## src/motion_still_pkg.sv

```systemverilog
// Purpose: Shared constants for the motion and stillness detector
// Assumes: Byte-wide register port, samples arrive at the output data rate
// Notes:   Offsets are byte addresses on the register port
package motion_still_pkg;
   // ------------------------------------------------------------------
   // Register map
   // ------------------------------------------------------------------
   localparam logic [7:0] MOTION_LIMIT_LOW_ADDR     = 8'h20;
   localparam logic [7:0] MOTION_LIMIT_HIGH_ADDR    = 8'h21;
   localparam logic [7:0] MOTION_DWELL_COUNT_ADDR   = 8'h22;
   localparam logic [7:0] STILLNESS_LIMIT_LOW_ADDR  = 8'h23;
   localparam logic [7:0] STILLNESS_LIMIT_HIGH_ADDR = 8'h24;
   localparam logic [7:0] STILLNESS_DWELL_LOW_ADDR  = 8'h25;
   localparam logic [7:0] STILLNESS_DWELL_HIGH_ADDR = 8'h26;
   localparam logic [7:0] MOTION_DETECT_CONFIG_ADDR = 8'h27;
   localparam logic [7:0] STATUS_ADDR               = 8'h0B;
   localparam int         REG_COUNT                 = 8;
   localparam int         REG_IDX_W                 = 3;
   localparam logic [7:0] REG_RESET                 = 8'h00;
   localparam logic [2:0] LIMIT_HIGH_MASK           = 3'h7;

   // ------------------------------------------------------------------
   // Field positions
   // ------------------------------------------------------------------
   localparam int CFG_MOTION_ON_BIT  = 0;
   localparam int CFG_MOTION_REL_BIT = 1;
   localparam int CFG_STILL_ON_BIT   = 2;
   localparam int CFG_STILL_REL_BIT  = 3;
   localparam int CFG_LINK_BIT       = 4;
   localparam int CFG_LOOP_BIT       = 5;
   localparam int STAT_MOTION_BIT    = 4;
   localparam int STAT_STILL_BIT     = 5;
   localparam int STAT_AWAKE_BIT     = 6;

   // ------------------------------------------------------------------
   // Widths and counts
   // ------------------------------------------------------------------
   localparam int SAMPLE_W = 12;
   localparam int LIMIT_W  = 11;
   localparam int MAG_W    = 13;
   localparam int AXES     = 3;
   localparam logic [8:0]  MOTION_ONE = 9'h001;
   localparam logic [16:0] STILL_ONE  = 17'h00001;

   typedef enum logic {ARM_MOTION, ARM_STILL} arm_t;
endpackage : motion_still_pkg

```

## src/motion_still_detector.sv

```systemverilog
// Purpose: Motion and stillness event detection on three-axis samples
// Assumes: One sample set per SAMPLE_VALID_I pulse, inputs synchronous to clock
// Notes:   Status flags are cleared by a status read unless the loop pairing runs

module motion_still_detector
   import motion_still_pkg::*;
(
   input  wire logic                       CORE_CLK_I,
   input  wire logic                       RST_I,
   input  wire logic [7:0]                 REG_ADDR_I,
   input  wire logic [7:0]                 REG_WDATA_I,
   input  wire logic                       REG_WR_I,
   input  wire logic                       REG_RD_I,
   output logic      [7:0]                 REG_RDATA_O,
   input  wire logic                       SAMPLE_VALID_I,
   input  wire logic signed [SAMPLE_W-1:0] SAMPLE_X_I,
   input  wire logic signed [SAMPLE_W-1:0] SAMPLE_Y_I,
   input  wire logic signed [SAMPLE_W-1:0] SAMPLE_Z_I,
   input  wire logic                       WAKEUP_MODE_I,
   output logic                            MOTION_FLAG_O,
   output logic                            STILL_FLAG_O,
   output logic                            AWAKE_O
);
   // ------------------------------------------------------------------
   // Helpers
   // ------------------------------------------------------------------
   function automatic logic [MAG_W-1:0] magnitude(input logic signed [SAMPLE_W-1:0] s,
                                                  input logic signed [SAMPLE_W-1:0] r,
                                                  input logic                       rel);
      logic signed [MAG_W-1:0] d;
      d = rel ? ({s[SAMPLE_W-1], s} - {r[SAMPLE_W-1], r}) : {s[SAMPLE_W-1], s};
      magnitude = d[MAG_W-1] ? MAG_W'(-d) : MAG_W'(d);
   endfunction : magnitude

   function automatic logic reg_hit(input logic [7:0] addr, input logic [7:0] target);
      reg_hit = (addr == target);
   endfunction : reg_hit

   function automatic logic [REG_IDX_W-1:0] reg_slot(input logic [7:0] addr);
      reg_slot = REG_IDX_W'(addr - MOTION_LIMIT_LOW_ADDR);
   endfunction : reg_slot

   // ------------------------------------------------------------------
   // Register file
   // ------------------------------------------------------------------
   logic [7:0] regs_q [REG_COUNT];
   genvar gi;
   generate
      for (gi = 0; gi < REG_COUNT; gi++) begin : g_reg
         wire logic wr_hit = REG_WR_I &&
                             reg_hit(REG_ADDR_I, MOTION_LIMIT_LOW_ADDR + 8'(gi));
         always_ff @(posedge CORE_CLK_I or posedge RST_I) begin
            if (RST_I) begin
               regs_q[gi] <= REG_RESET;
            end else if (wr_hit) begin
               regs_q[gi] <= REG_WDATA_I;
            end
         end
      end
   endgenerate

   wire logic [REG_IDX_W-1:0] rd_idx    = reg_slot(REG_ADDR_I);
   wire logic                 rd_in_map = (REG_ADDR_I >= MOTION_LIMIT_LOW_ADDR) &&
                                          (REG_ADDR_I <= MOTION_DETECT_CONFIG_ADDR);
   wire logic                 status_rd = REG_RD_I && reg_hit(REG_ADDR_I, STATUS_ADDR);

   // Limits and dwell counts, raw codes with no range scaling
   // Limit high bytes keep bits 7..3 for read back only
   wire logic [LIMIT_W-1:0] motion_limit =
      {regs_q[reg_slot(MOTION_LIMIT_HIGH_ADDR)][2:0] & LIMIT_HIGH_MASK,
       regs_q[reg_slot(MOTION_LIMIT_LOW_ADDR)]};
   wire logic [LIMIT_W-1:0] stillness_limit =
      {regs_q[reg_slot(STILLNESS_LIMIT_HIGH_ADDR)][2:0] & LIMIT_HIGH_MASK,
       regs_q[reg_slot(STILLNESS_LIMIT_LOW_ADDR)]};
   wire logic [7:0]  motion_dwell = regs_q[reg_slot(MOTION_DWELL_COUNT_ADDR)];
   wire logic [15:0] stillness_dwell =
      {regs_q[reg_slot(STILLNESS_DWELL_HIGH_ADDR)],
       regs_q[reg_slot(STILLNESS_DWELL_LOW_ADDR)]};
   wire logic [7:0]  cfg = regs_q[reg_slot(MOTION_DETECT_CONFIG_ADDR)];

   wire logic motion_detect_on      = cfg[CFG_MOTION_ON_BIT];
   wire logic motion_relative_sel   = cfg[CFG_MOTION_REL_BIT];
   wire logic stillness_detect_on   = cfg[CFG_STILL_ON_BIT];
   wire logic stillness_relative_sel = cfg[CFG_STILL_REL_BIT];
   wire logic paired = cfg[CFG_LINK_BIT] && motion_detect_on && stillness_detect_on;
   wire logic loop   = paired && cfg[CFG_LOOP_BIT];

   // ------------------------------------------------------------------
   // Arming and per-axis comparison
   // ------------------------------------------------------------------
   arm_t       arm_q;
   arm_t       arm_d;
   logic       m_need_q;
   logic       s_need_q;
   logic       m_event;
   logic       s_event;
   logic [AXES-1:0] over;
   logic [AXES-1:0] under;

   wire logic motion_active = motion_detect_on &&
                              (!paired || arm_q == ARM_MOTION);
   wire logic still_active  = stillness_detect_on &&
                              (!paired || arm_q == ARM_STILL);

   wire logic signed [SAMPLE_W-1:0] samp [AXES];
   assign samp[0] = SAMPLE_X_I;
   assign samp[1] = SAMPLE_Y_I;
   assign samp[2] = SAMPLE_Z_I;

   generate
      for (gi = 0; gi < AXES; gi++) begin : g_axis
         logic signed [SAMPLE_W-1:0] mref_q;
         logic signed [SAMPLE_W-1:0] sref_q;
         wire logic [MAG_W-1:0] m_mag = magnitude(samp[gi], mref_q, motion_relative_sel);
         wire logic [MAG_W-1:0] s_mag = magnitude(samp[gi], sref_q, stillness_relative_sel);
         assign over[gi]  = m_mag > {2'b00, motion_limit};
         assign under[gi] = s_mag < {2'b00, stillness_limit};
         // Reference taken from the first sample after arming
         always_ff @(posedge CORE_CLK_I or posedge RST_I) begin
            if (RST_I) begin
               mref_q <= '0;
            end else if (SAMPLE_VALID_I && m_need_q) begin
               mref_q <= samp[gi];
            end
         end

         always_ff @(posedge CORE_CLK_I or posedge RST_I) begin
            if (RST_I) begin
               sref_q <= '0;
            end else if (SAMPLE_VALID_I && s_need_q) begin
               sref_q <= samp[gi];
            end
         end
      end
   endgenerate

   // ------------------------------------------------------------------
   // Consecutive-sample counters
   // ------------------------------------------------------------------
   logic [7:0]  m_cnt_q;
   logic [15:0] s_cnt_q;

   // Reference capture sample is not judged, it would compare against the old reference
   wire logic m_qual = SAMPLE_VALID_I && motion_active &&
                       !(motion_relative_sel && m_need_q) && (|over);
   wire logic s_qual = SAMPLE_VALID_I && still_active &&
                       !(stillness_relative_sel && s_need_q) && (&under);
   wire logic m_fail = SAMPLE_VALID_I && !m_qual;
   wire logic s_fail = SAMPLE_VALID_I && !s_qual;

   wire logic [8:0]  m_cnt_next = {1'b0, m_cnt_q} + MOTION_ONE;
   wire logic [16:0] s_cnt_next = {1'b0, s_cnt_q} + STILL_ONE;
   wire logic [8:0]  m_target   = (WAKEUP_MODE_I || motion_dwell == 8'h00) ?
                                  MOTION_ONE : {1'b0, motion_dwell};
   wire logic [16:0] s_target   = (stillness_dwell == 16'h0000) ?
                                  STILL_ONE : {1'b0, stillness_dwell};

   assign m_event = m_qual && (m_cnt_next >= m_target);
   assign s_event = s_qual && (s_cnt_next >= s_target);

   wire logic [7:0]  m_cnt_d = (!motion_active || m_event || m_fail) ? 8'h00 :
                               (m_qual ? m_cnt_next[7:0] : m_cnt_q);
   wire logic [15:0] s_cnt_d = (!still_active || s_event || s_fail) ? 16'h0000 :
                               (s_qual ? s_cnt_next[15:0] : s_cnt_q);
   wire logic m_need_d = (!motion_active || m_event) ? 1'b1 :
                         (SAMPLE_VALID_I ? 1'b0 : m_need_q);
   wire logic s_need_d = (!still_active || s_event) ? 1'b1 :
                         (SAMPLE_VALID_I ? 1'b0 : s_need_q);

   // Alternation is immediate, a host read only clears flags
   always_comb begin
      arm_d = arm_q;
      if (!paired) begin
         arm_d = ARM_MOTION;
      end else if (m_event) begin
         arm_d = ARM_STILL;
      end else if (s_event) begin
         arm_d = ARM_MOTION;
      end
   end

   // ------------------------------------------------------------------
   // Status flags and read data
   // ------------------------------------------------------------------
   // Set wins over a clear in the same cycle so no event is lost
   wire logic host_clr = status_rd && !loop;
   // Loop pairing: each event retires the other flag
   wire logic m_flag_d = m_event ||
                         (MOTION_FLAG_O && !(host_clr || (loop && s_event)));
   wire logic s_flag_d = s_event ||
                         (STILL_FLAG_O && !(host_clr || (loop && m_event)));
   wire logic awake_d  = !paired ? 1'b1 :
                         (m_event ? 1'b1 : (s_event ? 1'b0 : AWAKE_O));

   logic [7:0] status_byte;
   always_comb begin
      status_byte                  = 8'h00;
      status_byte[STAT_MOTION_BIT] = MOTION_FLAG_O;
      status_byte[STAT_STILL_BIT]  = STILL_FLAG_O;
      status_byte[STAT_AWAKE_BIT]  = AWAKE_O;
   end

   wire logic [7:0] rdata_d = !REG_RD_I ? REG_RDATA_O :
                              (status_rd ? status_byte :
                              (rd_in_map ? regs_q[rd_idx] : 8'h00));

   // ------------------------------------------------------------------
   // State and output registers
   // ------------------------------------------------------------------
   always_ff @(posedge CORE_CLK_I or posedge RST_I) begin
      if (RST_I) begin
         arm_q <= ARM_MOTION;
      end else begin
         arm_q <= arm_d;
      end
   end

   always_ff @(posedge CORE_CLK_I or posedge RST_I) begin
      if (RST_I) begin
         m_need_q <= 1'b1;
      end else begin
         m_need_q <= m_need_d;
      end
   end

   always_ff @(posedge CORE_CLK_I or posedge RST_I) begin
      if (RST_I) begin
         s_need_q <= 1'b1;
      end else begin
         s_need_q <= s_need_d;
      end
   end

   always_ff @(posedge CORE_CLK_I or posedge RST_I) begin
      if (RST_I) begin
         m_cnt_q <= 8'h00;
      end else begin
         m_cnt_q <= m_cnt_d;
      end
   end

   always_ff @(posedge CORE_CLK_I or posedge RST_I) begin
      if (RST_I) begin
         s_cnt_q <= 16'h0000;
      end else begin
         s_cnt_q <= s_cnt_d;
      end
   end

   always_ff @(posedge CORE_CLK_I or posedge RST_I) begin
      if (RST_I) begin
         MOTION_FLAG_O <= 1'b0;
      end else begin
         MOTION_FLAG_O <= m_flag_d;
      end
   end

   always_ff @(posedge CORE_CLK_I or posedge RST_I) begin
      if (RST_I) begin
         STILL_FLAG_O <= 1'b0;
      end else begin
         STILL_FLAG_O <= s_flag_d;
      end
   end

   // Unpaired operation reports awake, so reset leaves it high
   always_ff @(posedge CORE_CLK_I or posedge RST_I) begin
      if (RST_I) begin
         AWAKE_O <= 1'b1;
      end else begin
         AWAKE_O <= awake_d;
      end
   end

   always_ff @(posedge CORE_CLK_I or posedge RST_I) begin
      if (RST_I) begin
         REG_RDATA_O <= 8'h00;
      end else begin
         REG_RDATA_O <= rdata_d;
      end
   end
endmodule : motion_still_detector

```

## config.mk

```make
export PLATFORM = sky130hd
export DESIGN_NAME = motion_still_detector
export DESIGN_NICKNAME = d
export VERILOG_FILES = /design/src/motion_still_pkg.sv /design/src/motion_still_detector.sv
export SDC_FILE = /design/constraint.sdc
export NUM_CORES = 1
export LEC_CHECK = 0
export BUFFER_PORTS_ARGS = -buffer_cell sky130_fd_sc_hd__buf_2
export CAP_MARGIN = 0
export CORE_ASPECT_RATIO = 0.5
export CORE_MARGIN = 2
export CORE_UTILIZATION = 60
export DETAILED_ROUTE_END_ITERATION = 8
export PLACE_DENSITY_LB_ADDON = 0.15
export SETUP_SLACK_MARGIN = 0.15
export SLEW_MARGIN = 20
export SYNTH_ARGS = -nofsm -noshare
export SYNTH_HDL_FRONTEND = slang
export SYNTH_SLANG_ARGS = --single-unit
```

## constraint.sdc

```tcl
create_clock -name CORE_CLK_I -period 7.3 [get_ports CORE_CLK_I]
set_input_delay 0.73 -clock CORE_CLK_I [delete_from_list [all_inputs] [get_ports CORE_CLK_I]]
set_output_delay 0.73 -clock CORE_CLK_I [all_outputs]
set_load 0.01 [all_outputs]
```

# Word-level counts from Yosys, hierarchy flattened
# Index checks and enable logic that the tools add are counted.
# classes
n_bitwise	2
n_mux	30
reduce_logical	63
order_cmp	11
n_addsub	15
eq_ne	10
# ops
operator	n
$mux W13	12
$neg A13 Y13	6
$sub A12 B12 Y13	6
$eq A8 B6 Y1 const B	8
$mux W8	7
$mux W16	3
$gt A13 B11 Y1	3
$lt A13 B11 Y1	3
$logic_and A1 B1 Y1	34
$bmux W8 S3	1
$add A16 B1 Y17 const B	1
$ge A17 B16 Y1	1
$logic_not A16 Y1	1
$logic_or A1 B1 Y1	11
$logic_not A1 Y1	10
$add A8 B1 Y9 const B	1
$ge A9 B8 Y1	1
$eq A8 B4 Y1 const B	1
$ge A8 B6 Y1 const B	1
$le A8 B6 Y1 const B	1
$logic_not A8 Y1	1
$reduce_bool A2 Y1	4
$mux W1	7
$ge A4 B4 Y1 const B	1
6 further kinds	6
# word_totals
word_cells	154
input_bits	58
ff_bits	174

# Longest topological paths before layout
# depth
depth_word	14
depth_mapped	25
depth_no_buf	24

# Worst setup path after synthesis
# No wires, ideal clock.
# synth_path
path_kind	input -> register
start	in SAMPLE_Y_I[0]
end	reg MOTION_FLAG_O
setup_time_ns	0.144
path_buffers	1
path_stages	24
arrival_time_ns	5.214
required_time_ns	7.156
setup_slack_ns	1.942
path_cell_list	inv_1 -> ha_1 -> fa_1 -> and2b_1 -> o221ai_2 -> a2111o_1 -> a21oi_1 -> o41a_1 -> or2_2 -> clkbuf_1 -> nor2_1 -> xnor2_1 -> ha_1 -> a21o_1 -> a21oi_1 -> nor2b_1 -> o311ai_0 -> a21oi_1 -> a211oi_1 -> a41oi_1 -> a211o_1 -> nor4_4 -> nand2b_1 -> o22ai_1
# synth_between
elab_chain_len	13
word_cells_on_any_way	21
classes_between	add/sub (4); order compare (2); mux (4); reduce/logical (11)
# synth_rtl
item	line_no	text
start: declaration	motion_still_detector.sv:17	input wire logic signed [SAMPLE_W-1:0] SAMPLE_Y_I,
$sub A12 B12 Y13	motion_still_detector.sv:31	d = rel ? ({s[SAMPLE_W-1], s} - {r[SAMPLE_W-1], r}) : {s[SAMPLE_W-1], s};
$mux W13	motion_still_detector.sv:31	
$neg A13 Y13	motion_still_detector.sv:32	magnitude = d[MAG_W-1] ? MAG_W'(-d) : MAG_W'(d);
$mux W13	motion_still_detector.sv:32	
$lt A13 B11 Y1	motion_still_detector.sv:117	assign under[gi] = s_mag < {2'b00, stillness_limit};
$reduce_and A3 Y1	motion_still_detector.sv:147	!(stillness_relative_sel && s_need_q) && (&under);
$logic_and A1 B1 Y1	motion_still_detector.sv:147	
$logic_and A1 B1 Y1	motion_still_detector.sv:159	assign s_event = s_qual && (s_cnt_next >= s_target);
$logic_and A1 B1 Y1	motion_still_detector.sv:189	(MOTION_FLAG_O && !(host_clr || (loop && s_event)));
$logic_or A1 B1 Y1	motion_still_detector.sv:189	
$logic_not A1 Y1	motion_still_detector.sv:189	
$logic_and A1 B1 Y1	motion_still_detector.sv:189	
$logic_or A1 B1 Y1 *	motion_still_detector.sv:188	wire logic m_flag_d = m_event ||
net m_flag_d	motion_still_detector.sv:188	
end signal: assignment	motion_still_detector.sv:254	MOTION_FLAG_O <= m_flag_d;
end: declaration	motion_still_detector.sv:20	output logic MOTION_FLAG_O,
# The timed path passes the listed nets; every way through them passes the cells marked *.
# A chain may end at the register's enable or synchronous reset.

# Worst setup path after layout
# Ends and elaborated chain as after synthesis.

==> results.yml <==
sta:
  tightest_slew_ns: 1.045
  fin_crit_sh: 0.7824
  relSlewSlack: 0.2961
  fin_crit_ns: 5.712
  setup_tns_ns: 0
  rsz0062_at_grt: "no"
  max_freq_mhz: 175.1
  final_max_slew_viol_count: 0
  finalHoldViolations: 0
  skew_ns: 0.01258
  final-setup-viol-count: 0
  fin_ws_ns: 1.589
place:
  hpwlAfterDp_um: 33830
  gp_congestion: 0.9306
  dp_slack_ns: 1.184
  place_area_um2: 16540
  portBuffers: 68
global_route:
  grt_pass1_wl_um: 71510
  grt_max_degree: 98
  grt_util_all_layers: 0.3274
  grt.overflow.total: 0
  grt_antenna_before_repair: 0
  grt_most_used_layer: "met2"
  grt_use_met3: 0.06920
  grt_pass1_vias: 13590
  use_met2: 0.5085
  grtUsageMet1: 0.4605
floorplanning:
  die_area_um2: 27920
  die_w_um: 234.3
  fp.dieH_um: 119.2
  rows: 42
  start_util: 0.6057
  ios: 69
  coreArea_um2: 26280
route:
  drt_first_pass_iters: 6
  postRouteAntennaNets: 0
  drt-initial-drc-count: 1303
  num_vias: 14060
  drc: 0
  wire_per_inst_um: 20.01
  routed_wl_um: 44480
  post_drt_via_cell_ratio: 6.323
setup_path:
  path_delay_family: "compound AO/OA/AOI/OAI gates"
  reg2reg_setup_slack_ns: 1.68
  crit_path_cell_trace: "buf_2 > inv_1 > ha_1 > fa_1 > and2b_1 > o221ai_2 > a2111o_1 > a21oi_1 > o41a_1 > or2_2 > nor2_1 > xnor2_1 > ha_1 > a21o_1 > a21oi_1 > nor2b_1 > o311ai_0 > a21oi_1 > a211oi_1 > a41oi_1 > a211o_1 > nor4_4 > nand2b_1 > o22ai_1"
  cp-start-kind: "primary input"
  worstPathMaxFanout: 9
  slowest_stage: "nor4_4"
  startpoint: "SAMPLE_Y_I[0]"
  worst_ep_arrival_time_ns: 6.02
  cp_num_buf_inv: 2
  critical_path_class: "primary input to flop"
  reg2reg_from: "g_axis[2].sref_q[1]"
  end_kind: "flop"
  cpPeakStageDelay_ns: 0.60
  cp.required_ns: 7.61
  crit_top_cell: "a21oi_1"
synthesis:
  synth_common_cells: "175 x nand2_1, 171 x dfrtp_1, 167 x ha_1"
  synth_nets: 2046
  netlist_instances: 1815
  postSynthAreaPerCell_um2: 8.768
  yosys_warnings: 0
  ys_types: 101
  synth_area_um2: 15910
  synthTopCellsByArea: "dfrtp_1 27%, ha_1 13%, mux2_2 6.4%"
  synth_top_cell_area_share: 0.2689
  synth_area_leader_cell: "dfrtp_1"
  async_flop_share: 1.000
  synth_seq_cells: 174
  synth-main-ff-cell: "dfrtp_1"
  synth-edff-count: 0
  yosysSeqAreaShare: 0.2738
  yosysMostFrequentCell: "nand2_1"
clock_network:
  cts_hold_buf: 0
  clock_latency_ns: 0.46
  cts-resized-gates: 0
  clk_pin_slew_ns: 0.07
  cts_max_level: 4
  numClockSinks: 174
  cts_tree: "built"
  cts_buffer_depth: 2
  numCtsBuffers: 17
  cts_root_buf: "clkbuf_16"
  cts_setup_buffers: 0
pwr:
  finalPower_mw: 3.635
  comb_power_share: 0.454
  p_sw_mw: 1.447
  ir_worst_vdd_mv: 0.1889
  seqPwrFrac: 0.296
  static-leakage-power_nw: 8.194
  power.share.clock: 0.250
  powerDensity_nw_per_um2: 212.0
  switching_share: 0.3981
  internal-power_mw: 2.188
layout:
  nets: 2088
  stdcell_area_um2: 17140
  syn_to_final_growth_pct: 7.721
  drive_gt1_frac: 0.1422
status:
  status: "complete, no violations"
min_path:
  holdCritPathClass: "primary input to asynchronous set/reset pin"
flow_run:
  cap_viol_max_count: 0
==> per-stage QoR <==
stage | hold WS (ns) | std cells | util
after floorplan | 0.4498 | 1815 | -
after global placement | 0.4647 | 2189 | 0.6295
after detailed placement | 0.4729 | 2189 | 0.6295
after CTS | 0.4889 | 2221 | 0.6509
after global routing | 0.5200 | 2222 | 0.6523
final | 0.4512 | 2223 | 0.6524
==> power by group through the flow <==
stage | Sequential (mW) | Combinational, mW | Clock, mW
2_1_floorplan | 1.07 | 1.22 | 0
3_3_place_gp | 1.09 | 1.54 | 0
3_5_place_dp | 1.09 | 1.60 | 0
4_1_cts | 1.07 | 1.62 | 0.918
5_1_grt | 1.08 | 1.82 | 0.962
6_report | 1.08 | 1.65 | 0.908
==> placed cells by master (no fill, tap or decap), types with 18 or more instances in the layout <==
master / n
a211oi_1: 24
xor2_1: 28
nor2_1: 117
and3_1: 22
a21oi_1: 94
o21ai_0: 105
nor2b_1: 27
a31oi_1: 24
nand2b_1: 48
or3_1: 18
mux2i_1: 26
inv_1: 144
dfrtp_1: 169
nor3_1: 40
mux2_2: 91
buf_2: 68
ha_1: 167
nand2_1: 173
nand3_1: 31
xnor2_1: 64
a21o_1: 42
==> state kept, by name (all words and copies together), names as in the netlist, 11 cells and up <==
name and cells:
regs_q 37, s_cnt_q 16, motion_limit 11, g_axis.sref_q 36, g_axis.mref_q 36
==> path summary, 6_finish.rpt <==
| path | end | cells past startpoint |
|---|---|---|
| min in group CORE_CLK_I | g_axis[1].sref_q[9] | 2 |
| setup reg to reg | s_cnt_q[2] | 21 |
| hold / removal | s_cnt_q[3] | 2 |
| setup / recovery | MOTION_FLAG_O | 24 |
| max in group asynchronous | AWAKE_O | 4 |
| hold reg to reg | g_axis[1].sref_q[9] | 2 |
==> per-layer routing <==
metal  part of all wire  routed length [µm]  vias to the layer above
met2               0.44               19770                      503
met3              0.075                3325                       71
met4              0.020                 881                        0
met5                  0                   0                        -
li1                   -                   -                     6679
met1               0.46               20500                     6802
==> cell type report <==
| cell class | count | area [µm²] |
|---|---|---|
| Antenna cell | 1 | 2.502 |
| Clock buffer | 18 | 429.2 |
| Clock inverter | 14 | 132.6 |
| Fill cell | 2199 | 9133 |
| Inverter | 147 | 556.8 |
| Multi-Input combinational cell | 1439 | 10790 |
| Sequential cell | 174 | 4360 |
| Tap cell | 352 | 440.4 |
| Timing Repair Buffer | 78 | 435.4 |
==> cells by family after synthesis <==
family	after synthesis	share of synthesized area
buf+inv	202	0.04937
compound gates	451	0.1920
mux	133	0.1034
xor+xnor	92	0.05063
simple gates	590	0.1919
fa+ha+maj	173	0.1388
flops	174	0.2738
Power figures use the tool's default switching activity.
